### src/rtl/iaf_params.svh
// Constants of the in-application flash erase/write controller
`ifndef IAF_PARAMS_SVH
`define IAF_PARAMS_SVH
// ----------------------------------------
// Register byte offsets
// ----------------------------------------
`define IAF_OFS_CTRL  8'h00
`define IAF_OFS_BUFC  8'h04
`define IAF_OFS_ADRL  8'h08
`define IAF_OFS_ADRH  8'h0C
`define IAF_OFS_DLO   8'h10
`define IAF_OFS_DHI   8'h14
`define IAF_OFS_KEY0  8'h18
`define IAF_KEY_STEP  8'h04
// ----------------------------------------
// Field positions
// ----------------------------------------
`define IAF_B_UNLK    7
`define IAF_B_MODE_HI 6
`define IAF_B_MODE_LO 4
`define IAF_B_UTRIG   3
`define IAF_B_PTRIG   2
`define IAF_B_RSV7    7
`define IAF_B_RSV4    4
`define IAF_B_CLR     0
`define IAF_PG_LSB    5
`define IAF_AW        12
// ----------------------------------------
// Codes and values
// ----------------------------------------
`define IAF_MODE_WRITE  3'h0
`define IAF_MODE_ERASE  3'h1
`define IAF_MODE_UNLOCK 3'h6
`define IAF_WORD_LAST   5'h1F
`define IAF_KEY_L1 8'h00
`define IAF_KEY_H1 8'h04
`define IAF_KEY_L2 8'h0D
`define IAF_KEY_H2 8'h09
`define IAF_KEY_L3 8'hC3
`define IAF_KEY_H3 8'h40
`define IAF_RESP_OKAY   2'h0
`define IAF_RESP_SLVERR 2'h2
// ----------------------------------------
// Timing
// ----------------------------------------
`define IAF_CLK_MHZ     20
`define IAF_WIN_TIME_US 1000
`define IAF_OP_TIME_US  2200
`define IAF_WIN_CYC (`IAF_WIN_TIME_US * `IAF_CLK_MHZ)
`define IAF_OP_CYC  (`IAF_OP_TIME_US * `IAF_CLK_MHZ)
`endif

### src/rtl/iaf_pkg.sv
// Types of the in-application flash erase/write controller
package iaf_pkg;
   typedef enum logic [1:0] {ST_IDLE, ST_ERASE, ST_WRITE} iaf_state_type;
endpackage

### src/rtl/iaf_flash_ctrl.sv
// AXI4-Lite in-application flash erase/write controller
`timescale 1ns/1ns
`include "iaf_params.svh"
// Operation
// - Clear request bit clears buffer, self-clears
// - Buffer control bits 6:5 and 3:1 read zero; reserved bits 7 and 4 read back
// - Good unlock sets unlocked status bit
// - Unlock trigger starts window timer
// - Six key bytes compared against pattern
// - Window expiry clears unlock trigger always
// - Wrong key leaves erase/write locked
// - Clearing unlocked bit relocks at once, except while an open window still holds the good key
// - Buffer holds 32 words, page from bit 5
// - High byte load advances buffer address
// - Buffer address saturates at page end
// - Mode 001 trigger erases page
// - Mode 000 trigger writes buffer
// - CPU halted while operation runs
// - Program trigger stays high 2.2 ms
// - High byte write loads whole word
// - Low byte write loads nothing
// - Software cannot set unlocked bit
module iaf_flash_ctrl #(
   parameter int WIN_CYCLES = `IAF_WIN_CYC,
   parameter int OP_CYCLES  = `IAF_OP_CYC
)(
   input  wire logic                aclk,
   input  wire logic                aresetn,
   input  wire logic [7:0]          s_axi_awaddr,
   input  wire logic                s_axi_awvalid,
   output logic                     s_axi_awready,
   input  wire logic [31:0]         s_axi_wdata,
   input  wire logic [3:0]          s_axi_wstrb,
   input  wire logic                s_axi_wvalid,
   output logic                     s_axi_wready,
   output logic [1:0]               s_axi_bresp,
   output logic                     s_axi_bvalid,
   input  wire logic                s_axi_bready,
   input  wire logic [7:0]          s_axi_araddr,
   input  wire logic                s_axi_arvalid,
   output logic                     s_axi_arready,
   output logic [31:0]              s_axi_rdata,
   output logic [1:0]               s_axi_rresp,
   output logic                     s_axi_rvalid,
   input  wire logic                s_axi_rready,
   output logic                     cpu_stall,
   output logic                     flash_erase,
   output logic [6:0]               flash_page,
   output logic                     flash_wr,
   output logic [`IAF_AW-1:0]       flash_wr_addr,
   output logic [15:0]              flash_wr_data
);
   localparam logic [15:0] WIN_LAST = 16'(WIN_CYCLES - 1);
   localparam logic [15:0] OP_LAST  = 16'(OP_CYCLES - 1);
   localparam logic [7:0]  KEY_PAT [6] = '{`IAF_KEY_L1, `IAF_KEY_H1, `IAF_KEY_L2,
                                           `IAF_KEY_H2, `IAF_KEY_L3, `IAF_KEY_H3};
   // ----------------------------------------
   // State
   // ----------------------------------------
   logic                 awready_ff, wready_ff, bvalid_ff, arready_ff, rvalid_ff;
   logic [7:0]           awaddr_ff;
   logic [7:0]           wdata_ff;
   logic                 wstrb_ff;
   logic [1:0]           bresp_ff, rresp_ff;
   logic [31:0]          rdata_ff;
   logic                 unlocked_ff, utrig_ff, ptrig_ff, clr_ff, rsv7_ff, rsv4_ff;
   logic [2:0]           mode_ff;
   logic [`IAF_AW-1:0]   addr_ff;
   logic [7:0]           dlo_ff, dhi_ff;
   logic [7:0]           key_ff [6];
   logic [15:0]          buf_ff [32];
   logic [31:0]          loaded_ff;
   logic [15:0]          win_cnt_ff, op_cnt_ff;
   logic [5:0]           emit_ff;
   iaf_pkg::iaf_state_type state_ff, nxt_state;
   logic                 stall_ff, erase_ff, fwr_ff;
   logic [6:0]           page_ff;
   logic [`IAF_AW-1:0]   fwa_ff;
   logic [15:0]          fwd_ff;
   // ----------------------------------------
   // Write decode
   // ----------------------------------------
   wire       wr_go   = !awready_ff && !wready_ff && !bvalid_ff;
   wire       we      = wr_go && wstrb_ff;
   wire [2:0] wmode   = wdata_ff[`IAF_B_MODE_HI:`IAF_B_MODE_LO];
   wire       sel_ctl = awaddr_ff == `IAF_OFS_CTRL;
   wire       sel_frc = awaddr_ff == `IAF_OFS_BUFC;
   wire       sel_al  = awaddr_ff == `IAF_OFS_ADRL;
   wire       sel_ah  = awaddr_ff == `IAF_OFS_ADRH;
   wire       sel_dlo = awaddr_ff == `IAF_OFS_DLO;
   wire       sel_dhi = awaddr_ff == `IAF_OFS_DHI;
   wire [5:0] sel_key;
   wire [5:0] key_hit;
   wire       wr_map  = sel_ctl || sel_frc || sel_al || sel_ah || sel_dlo || sel_dhi
                        || (|sel_key);
   wire       ctl_we  = we && sel_ctl;
   wire       load_we = we && sel_dhi;
   wire       idle    = state_ff == iaf_pkg::ST_IDLE;
   wire       key_ok  = &key_hit;
   wire       ustart  = ctl_we && wdata_ff[`IAF_B_UTRIG] && wmode == `IAF_MODE_UNLOCK
                        && !utrig_ff;
   wire       win_end = utrig_ff && win_cnt_ff == WIN_LAST;
   wire       unl_set = utrig_ff && key_ok;
   wire       pstart  = ctl_we && wdata_ff[`IAF_B_PTRIG] && unlocked_ff
                        && wdata_ff[`IAF_B_UNLK] && idle
                        && (wmode == `IAF_MODE_ERASE || wmode == `IAF_MODE_WRITE);
   wire       op_end  = !idle && op_cnt_ff == OP_LAST;
   wire       buf_clr = clr_ff || (op_end && state_ff == iaf_pkg::ST_WRITE);
   wire       at_last = addr_ff[`IAF_PG_LSB-1:0] == `IAF_WORD_LAST;
   wire [4:0] widx    = addr_ff[`IAF_PG_LSB-1:0];
   // ----------------------------------------
   // AXI4-Lite handshakes
   // ----------------------------------------
   always_ff @(posedge aclk)
   begin
      if (!aresetn)
      begin
         awready_ff <= 1'b1;
         wready_ff  <= 1'b1;
         bvalid_ff  <= 1'b0;
         bresp_ff   <= `IAF_RESP_OKAY;
         awaddr_ff  <= 8'h00;
         wdata_ff   <= 8'h00;
         wstrb_ff   <= 1'b0;
      end
      else
      begin
         if (s_axi_awvalid && awready_ff)
         begin
            awaddr_ff  <= s_axi_awaddr;
            awready_ff <= 1'b0;
         end
         if (s_axi_wvalid && wready_ff)
         begin
            wdata_ff  <= s_axi_wdata[7:0];
            wstrb_ff  <= s_axi_wstrb[0];
            wready_ff <= 1'b0;
         end
         if (wr_go)
         begin
            bvalid_ff <= 1'b1;
            bresp_ff  <= wr_map ? `IAF_RESP_OKAY : `IAF_RESP_SLVERR;
         end
         if (bvalid_ff && s_axi_bready)
         begin
            bvalid_ff  <= 1'b0;
            awready_ff <= 1'b1;
            wready_ff  <= 1'b1;
         end
      end
   end
   // ----------------------------------------
   // Read path
   // ----------------------------------------
   logic [7:0] rd_val;
   logic       rd_ok;
   always_comb
   begin
      rd_val = 8'h00;
      rd_ok  = 1'b1;
      unique case (s_axi_araddr)
         `IAF_OFS_CTRL: rd_val = {unlocked_ff, mode_ff, utrig_ff, ptrig_ff, 2'h0};
         `IAF_OFS_BUFC: rd_val = {rsv7_ff, 2'h0, rsv4_ff, 3'h0, clr_ff};
         `IAF_OFS_ADRL: rd_val = addr_ff[7:0];
         `IAF_OFS_ADRH: rd_val = {4'h0, addr_ff[`IAF_AW-1:8]};
         `IAF_OFS_DLO:  rd_val = dlo_ff;
         `IAF_OFS_DHI:  rd_val = dhi_ff;
         default:
         begin
            rd_ok = 1'b0;
            for (int k = 0; k < 6; k++)
            begin
               if (s_axi_araddr == 8'(`IAF_OFS_KEY0 + k * `IAF_KEY_STEP))
               begin
                  rd_val = key_ff[k];
                  rd_ok  = 1'b1;
               end
            end
         end
      endcase
   end
   always_ff @(posedge aclk)
   begin
      if (!aresetn)
      begin
         arready_ff <= 1'b1;
         rvalid_ff  <= 1'b0;
         rdata_ff   <= 32'h0000_0000;
         rresp_ff   <= `IAF_RESP_OKAY;
      end
      else if (s_axi_arvalid && arready_ff)
      begin
         arready_ff <= 1'b0;
         rvalid_ff  <= 1'b1;
         rdata_ff   <= {24'h000000, rd_val};
         rresp_ff   <= rd_ok ? `IAF_RESP_OKAY : `IAF_RESP_SLVERR;
      end
      else if (rvalid_ff && s_axi_rready)
      begin
         arready_ff <= 1'b1;
         rvalid_ff  <= 1'b0;
      end
   end
   // ----------------------------------------
   // Key registers
   // ----------------------------------------
   for (genvar k = 0; k < 6; k++)
   begin : g_key
      assign sel_key[k] = awaddr_ff == 8'(`IAF_OFS_KEY0 + k * `IAF_KEY_STEP);
      assign key_hit[k] = key_ff[k] == KEY_PAT[k];
      always_ff @(posedge aclk)
      begin
         // Wiped on trigger so stale keys cannot unlock a new window
         if (!aresetn || ustart)
            key_ff[k] <= 8'h00;
         else if (we && sel_key[k])
            key_ff[k] <= wdata_ff;
      end
   end
   // ----------------------------------------
   // Control and unlock
   // ----------------------------------------
   always_ff @(posedge aclk)
   begin
      if (!aresetn)
      begin
         unlocked_ff <= 1'b0;
         mode_ff     <= 3'h0;
         utrig_ff    <= 1'b0;
         ptrig_ff    <= 1'b0;
         win_cnt_ff  <= 16'h0000;
         clr_ff      <= 1'b0;
         rsv7_ff     <= 1'b0;
         rsv4_ff     <= 1'b0;
      end
      else
      begin
         if (unl_set)
            unlocked_ff <= 1'b1;
         else if (ctl_we && !wdata_ff[`IAF_B_UNLK])
            unlocked_ff <= 1'b0;
         if (ctl_we && idle)
            mode_ff <= wmode;
         if (ustart)
            utrig_ff <= 1'b1;
         else if (win_end)
            utrig_ff <= 1'b0;
         // Back to zero at expiry so the next window starts clean
         win_cnt_ff <= (utrig_ff && !win_end) ? win_cnt_ff + 16'h0001 : 16'h0000;
         if (pstart)
            ptrig_ff <= 1'b1;
         else if (op_end)
            ptrig_ff <= 1'b0;
         if (we && sel_frc && wdata_ff[`IAF_B_CLR])
            clr_ff <= 1'b1;
         else if (clr_ff)
            clr_ff <= 1'b0;
         if (we && sel_frc)
         begin
            rsv7_ff <= wdata_ff[`IAF_B_RSV7];
            rsv4_ff <= wdata_ff[`IAF_B_RSV4];
         end
      end
   end
   // ----------------------------------------
   // Address and data staging
   // ----------------------------------------
   always_ff @(posedge aclk)
   begin
      if (!aresetn)
      begin
         addr_ff <= '0;
         dlo_ff  <= 8'h00;
         dhi_ff  <= 8'h00;
      end
      else
      begin
         if (we && sel_al)
            addr_ff[7:0] <= wdata_ff;
         if (we && sel_ah)
            addr_ff[`IAF_AW-1:8] <= wdata_ff[`IAF_AW-9:0];
         if (load_we && !at_last)
            addr_ff <= addr_ff + `IAF_AW'(1);
         if (we && sel_dlo)
            dlo_ff <= wdata_ff;
         if (load_we)
            dhi_ff <= wdata_ff;
      end
   end
   // ----------------------------------------
   // Page write buffer
   // ----------------------------------------
   // A load in the clear cycle survives; software may refill at once
   for (genvar i = 0; i < 32; i++)
   begin : g_buf
      always_ff @(posedge aclk)
      begin
         if (!aresetn)
         begin
            buf_ff[i]    <= 16'h0000;
            loaded_ff[i] <= 1'b0;
         end
         else if (load_we && widx == 5'(i))
         begin
            buf_ff[i]    <= {wdata_ff, dlo_ff};
            loaded_ff[i] <= 1'b1;
         end
         else if (buf_clr)
         begin
            buf_ff[i]    <= 16'h0000;
            loaded_ff[i] <= 1'b0;
         end
      end
   end
   // ----------------------------------------
   // Operation sequencer
   // ----------------------------------------
   always_comb
   begin
      nxt_state = state_ff;
      unique case (state_ff)
         iaf_pkg::ST_IDLE:
            if (pstart)
               nxt_state = (wmode == `IAF_MODE_ERASE) ? iaf_pkg::ST_ERASE
                                                      : iaf_pkg::ST_WRITE;
         iaf_pkg::ST_ERASE,
         iaf_pkg::ST_WRITE:
            if (op_end)
               nxt_state = iaf_pkg::ST_IDLE;
      endcase
   end
   wire emit_on = state_ff == iaf_pkg::ST_WRITE && !emit_ff[5];
   always_ff @(posedge aclk)
   begin
      if (!aresetn)
      begin
         state_ff  <= iaf_pkg::ST_IDLE;
         op_cnt_ff <= 16'h0000;
         emit_ff   <= 6'h00;
         stall_ff  <= 1'b0;
         erase_ff  <= 1'b0;
         page_ff   <= 7'h00;
         fwr_ff    <= 1'b0;
         fwa_ff    <= '0;
         fwd_ff    <= 16'h0000;
      end
      else
      begin
         state_ff  <= nxt_state;
         op_cnt_ff <= idle ? 16'h0000 : op_cnt_ff + 16'h0001;
         emit_ff   <= emit_on ? emit_ff + 6'h01 : (idle ? 6'h00 : emit_ff);
         stall_ff  <= nxt_state != iaf_pkg::ST_IDLE;
         erase_ff  <= pstart && wmode == `IAF_MODE_ERASE;
         if (pstart)
            page_ff <= addr_ff[`IAF_AW-1:`IAF_PG_LSB];
         // Only loaded words reach flash, unloaded cells keep their value
         fwr_ff <= emit_on && loaded_ff[emit_ff[4:0]];
         fwa_ff <= {page_ff, emit_ff[4:0]};
         fwd_ff <= buf_ff[emit_ff[4:0]];
      end
   end
   // ----------------------------------------
   // Outputs
   // ----------------------------------------
   assign s_axi_awready = awready_ff;
   assign s_axi_wready  = wready_ff;
   assign s_axi_bvalid  = bvalid_ff;
   assign s_axi_bresp   = bresp_ff;
   assign s_axi_arready = arready_ff;
   assign s_axi_rvalid  = rvalid_ff;
   assign s_axi_rdata   = rdata_ff;
   assign s_axi_rresp   = rresp_ff;
   assign cpu_stall     = stall_ff;
   assign flash_erase   = erase_ff;
   assign flash_page    = page_ff;
   assign flash_wr      = fwr_ff;
   assign flash_wr_addr = fwa_ff;
   assign flash_wr_data = fwd_ff;
endmodule

### config.mk
export PLATFORM = sky130hd
export DESIGN_NAME = iaf_flash_ctrl
export DESIGN_NICKNAME = d
export VERILOG_FILES = /design/src/rtl/iaf_pkg.sv /design/src/rtl/iaf_flash_ctrl.sv
export VERILOG_INCLUDE_DIRS = /design/src /design/src/rtl
export SDC_FILE = /design/constraint.sdc
export NUM_CORES = 1
export LEC_CHECK = 0
export ABC_AREA = 0
export BUFFER_PORTS_ARGS = -buffer_cell sky130_fd_sc_hd__buf_4
export CORE_UTILIZATION = 60
export CTS_BUF_LIST = sky130_fd_sc_hd__clkbuf_16
export CTS_CLUSTER_SIZE = 16
export DETAILED_ROUTE_END_ITERATION = 10
export PLACE_DENSITY = 0.88
export SLEW_MARGIN = 30
export SYNTH_ARGS = -nofsm -noshare
export SYNTH_HDL_FRONTEND = slang
export SYNTH_SLANG_ARGS = --single-unit
### constraint.sdc
create_clock -name aclk -period 10.7 [get_ports aclk]
set_input_delay 2.14 -clock aclk [delete_from_list [all_inputs] [get_ports aclk]]
set_output_delay 2.14 -clock aclk [all_outputs]
set_load 0.005 [all_outputs]
==> Yosys cells after proc, flatten, opt, wreduce, memory -nomap -nowiden <==
Memories as Yosys holds them, arrays and structs flattened. A register that Yosys moved wholly into a read port is not among the register bits.
Cells that the tools add are included.
{ "word_totals": {"reg_bits": 165, "latch_bits": 0, "ram_bits": 560, "romBits": 0, "input_bits": 59, "out_inout_bits": 79, "word_cells": 705, "mem_count": 2} }
{ "mem_list": {"columns": ["name", "depth", "word_bits", "rd", "rd_ports_with_merged_regs", "write_ports", "line", "source"], "rows": [
  ["buf_ff", 32, 16, 1, 1, 32, "iaf_flash_ctrl.sv:71", "logic [15:0] buf_ff [32];"],
  ["key_ff", 6, 8, 6, 0, 6, "iaf_flash_ctrl.sv:70", "logic [7:0] key_ff [6];"]
]} }
{ "op_classes": {"addsub": 4, "n_mul": 0, "div_mod_pow": 0, "order_cmp": 1, "eq_ne": 64, "shift": 0, "mux": 355, "n_bitwise": 71, "n_reduce_logical": 145} }
{ "ops": {"columns": ["operator", "n"], "rows": [
  ["$mux 16", 64],
  ["$mux 1", 266],
  ["$mux 8", 13],
  ["$eq 5x5->1 const B", 16],
  ["$reduce_bool 2->1", 40],
  ["$logic_and 1x1->1", 72],
  ["$or 1x1->1", 70],
  ["$eq 8x5->1 const B", 8],
  ["$eq 8x6->1 const B", 8],
  ["$eq 8x4->1 const B", 6],
  ["$pmux 8 s6", 1],
  ["$eq 5x4->1 const B", 8],
  ["$add 16x1->16 const B", 2],
  ["$eq 8x3->1 const B", 3],
  ["$logic_not 8->1", 3],
  ["$eq 5x3->1 const B", 4],
  ["$eq 16x15->1 const B", 1],
  ["$eq 16x16->1 const B", 1],
  ["$add 12x1->12 const B", 1],
  ["$mux 12", 1],
  ["$mux 6", 2],
  ["$reduce_or 6->1", 2],
  ["$logic_not 1->1", 11],
  ["$eq 5x2->1 const B", 2],
  ["21 further kinds", 35]
]} }

==> Logic depth before layout (Yosys ltp) <==
{ "logic_depth": {"word_depth": 13, "mapped_depth": 9, "mapped_depth_nobuf": 8} }

==> Worst setup path before layout <==
Ideal clock, no wire load.
{ "synth_timing": {"path_kind": "in2reg", "from": "input port aresetn", "to": "memory buf_ff[29][0] (enable)", "setup_time_ps": 464, "t_arrival_ps": 3716, "required_time_ps": 10236, "path_slack_ps": 6520, "cell_stages": 5, "n_path_buf": 2, "cell_sequence": "clkbuf_1 nand2b_1 a21oi_1 clkbuf_1 o21ai_0"} }
{ "synth_lines": {"columns": ["item", "line", "source"], "rows": [
  ["start, declared", "iaf_flash_ctrl.sv:28", "input wire logic aresetn,"],
  ["end, declared", "iaf_flash_ctrl.sv:71", null]
]} }

==> impl_metrics.yaml <==
outcome:
  status: "completed"
clock_tree:
  cts-root-buf: "clkbuf_16"
  cts.repair.resized: 0
  clk_pin_slew_ns: 0.06
  cts_buffer_depth: 3
  cts_hold_buf: 0
  insertion_delay_ns: 0.64
  htree_levels: 3
  cts_tree: "done"
  cts_sinks: 739
  postCtsSetupBuffers: 0
  numCtsBuffers: 74
synthesis:
  yosysWarnings: 0
  synth_top_flop_cell: "edfxtp_1"
  ys_types: 72
  syn_avg_cell_area_um2: 12.7
  syn_inst: 2610
  synthArstFlopShare_pct: 0
  synth_seq_cells: 739
  synth-edff-count: 560
  ys_seq_area_share_pct: 61.7
  syn_area_um2: 33100
final_layout:
  layout.nets: 2679
  num_antenna_cells: 0
  fin_area_um2: 36500
  area_growth_pct: 10.4
  n_fill_cell: 3447
  layout-drive-gt1-share_pct: 15.9
floorplan:
  ios: 138
  initial_core_util_pct: 61.1
  die_h_um: 237
  design.core.area_um2: 54100
  die_area_um2: 56000
  rows: 85
  dieWidth_um: 237
setup_path:
  slowest_delay_ns: 0.69
  worstSetupPathType: "input pin to register"
  critPathTopFamily: "buffers and inverters"
  cp-start-kind: "input pin"
  crit_slowest_cell: "nand2_1"
  cp.required_ns: 10.87
  path_buf_inv: 3
  cp_common_cell: "buf_4"
  path_cells: "buf_4 > buf_4 > nand2b_1 > a21oi_4 > buf_4 > nand2_1"
  crit_arrival_ns: 4.83
  crit_path_end_kind: "register"
  worstPathMaxFanout: 74
sta:
  max_freq_mhz: 215
  min_period_ns: 4.66
  rsz0062_at_grt: "false"
  worst_pin_slew_ns: 1.01
  setup_viol: 0
  period_share_pct: 43.5
  finalClockSkew_ns: 0.0320
  slew_violations: 0
  slew_headroom_pct: 32.7
  setup_tns_ns: 0
  hold_violations: 0
route:
  vias: 22200
  first_iter_violations: 3351
  firstDrtPassIters: 9
  ant_nets: 0
  post-route-drc-count: 0
  routed_via_density: 6.61
  wl_per_cell_um: 25.0
  wl_um: 84100
grt:
  grt_usage_pct: 30.1
  antenna_found_initial: 1
  grt.overflow.total: 0
  grt_pass1_vias: 22100
  grt_max_degree: 75
  grt_pass1_wl_um: 127000
power:
  ir_drop_uv: 131
  pwr_density_cell_nw_per_um2: 164
  p_leak_nw: 12.6
  totalPowerFinal_w: 0.00597
hold_path:
  holdCritPathClass: "register to register"
place:
  dp_hpwl_um: 50300
  io_buffers: 84
  placed_area_um2: 34100
  place_congestion: 0.915
job:
  maxCapViolCount: 0
-- cell type report --
| cell class | count | area [µm²] | area share (%) |
|---|---|---|---|
| flip-flops and latches | 739 | 20400 | 55.9 |
| multi-input cells | 1640 | 11800 | 32.2 |
| clock buffers | 77 | 1930 | 5.28 |
| repair buffers | 131 | 987 | 2.71 |
| well taps | 696 | 871 | 2.39 |
| clock inverters | 59 | 450 | 1.23 |
| inverters | 23 | 86.3 | 0.237 |
-- state kept, by name, summed over array words and instances, names as in the netlist, 2 cells and up --
register       flops
buf_ff           512
state_ff           2
mode_ff            3
dlo_ff             8
flash_wr_addr     12
addr_ff           12
awaddr_ff          8
loaded_ff         32
s_axi_rdata        8
dhi_ff             8
op_cnt_ff         16
key_ff            48
emit_ff            6
flash_page         7
win_cnt_ff        16
wdata_ff           8
flash_wr_data     16
-- final timing paths --
check,end,depth (start not counted),slack (ns),startpoint
max reg2reg,flash_wr_data[6],6,6.84,emit_ff[0]
min,loaded_ff[9],1,0.46,loaded_ff[9]
min reg2reg,loaded_ff[9],1,0.46,loaded_ff[9]
max,buf_ff[15][6],6,6.04,aresetn
-- cells by family after synthesis --
group	share of synthesized area, %
and+or+nand+nor	16.9
DFF	61.7
AOI/OAI and AO/OA	6.24
buffers and inverters	3.29
muxes	10.7
xor gates and xnor gates	0.715
adders and majority gates	0.416
other	0.0113
-- synthesized netlist by cell type, drive strengths merged, types with 3 or more instances --
master   number  area, µm²
mux2i        38        380
a311oi        3       26.3
buf          61        355
nand2       177        664
or2           4       25.0
mux4        138       3110
dfxtp       179       3580
xnor2        11       96.3
and2        320       2000
nor2        294       1110
or3          12       75.1
ha           11        138
nand4        21        131
a21oi        18       90.1
edfxtp      560      16800
a2bb2oi       5       43.8
nor3         80        417
nand3        64        348
and4          3       26.3
clkbuf      172        646
nand2b       13       81.3
o22ai        31        194
nor3b         3       22.5
nor4b         7       61.3
o32ai         4       35.0
a32o          3       30.0
o21ai        85        425
and3         14       87.6
o21a          7       52.6
nor2b        33        206
nor4         32        230
xor2         16        140
a21o         20        150
a22oi        45        338
mux2          4       45.0
a21boi       44        330
a31oi        10       62.6
a22o         16        140
inv          21       78.8
-- power by group --
part	switching, W	total (W)	internal (W)
clock network	0.00111	0.00256	0.00145
logic	0.000145	0.000216	0.0000711
registers	0.0000385	0.00319	0.00315
-- per-layer routing --
layer	vias up	track usage (%)	wire length (µm)
met1	10800	39.9	29900
met3	278	6.75	10900
met2	1670	47.9	39500
met5	-	0	0
met4	0	13.6	3730
li1	9487	-	-
-- through the flow --
stage          setup slack [ns]  util (%)  hold slack (ns)  instances
3_3_place_gp               5.71      62.9            0.428       3229
6_report                   6.04      67.4            0.455       3365
2_1_floorplan              6.52         -            0.420       2635
5_1_grt                    5.93      67.4            0.476       3365
3_5_place_dp               5.56      62.9            0.440       3229
4_1_cts                    6.17      67.3            0.454       3365
-- cells in the final DEF, fill, tap and decap left out, types with 17 or more instances in the layout --
cell       count
a21o_1        20
a21boi_0      43
o21ai_1       30
nand3_1       60
nand4_1       21
a22oi_1       45
mux4_2       138
a21oi_1       17
clkbuf_16     77
nor2b_1       32
inv_1         39
o21ai_0       50
nor4_1        30
nor3_1        77
edfxtp_1     560
buf_4        130
and2_1       319
dfxtp_1      168
nor2_1       280
mux2i_1       38
clkinv_1      20
conb_1        26
nand2_1      177
o22ai_1       31
No activity file was read; power rests on OpenSTA's default activity.
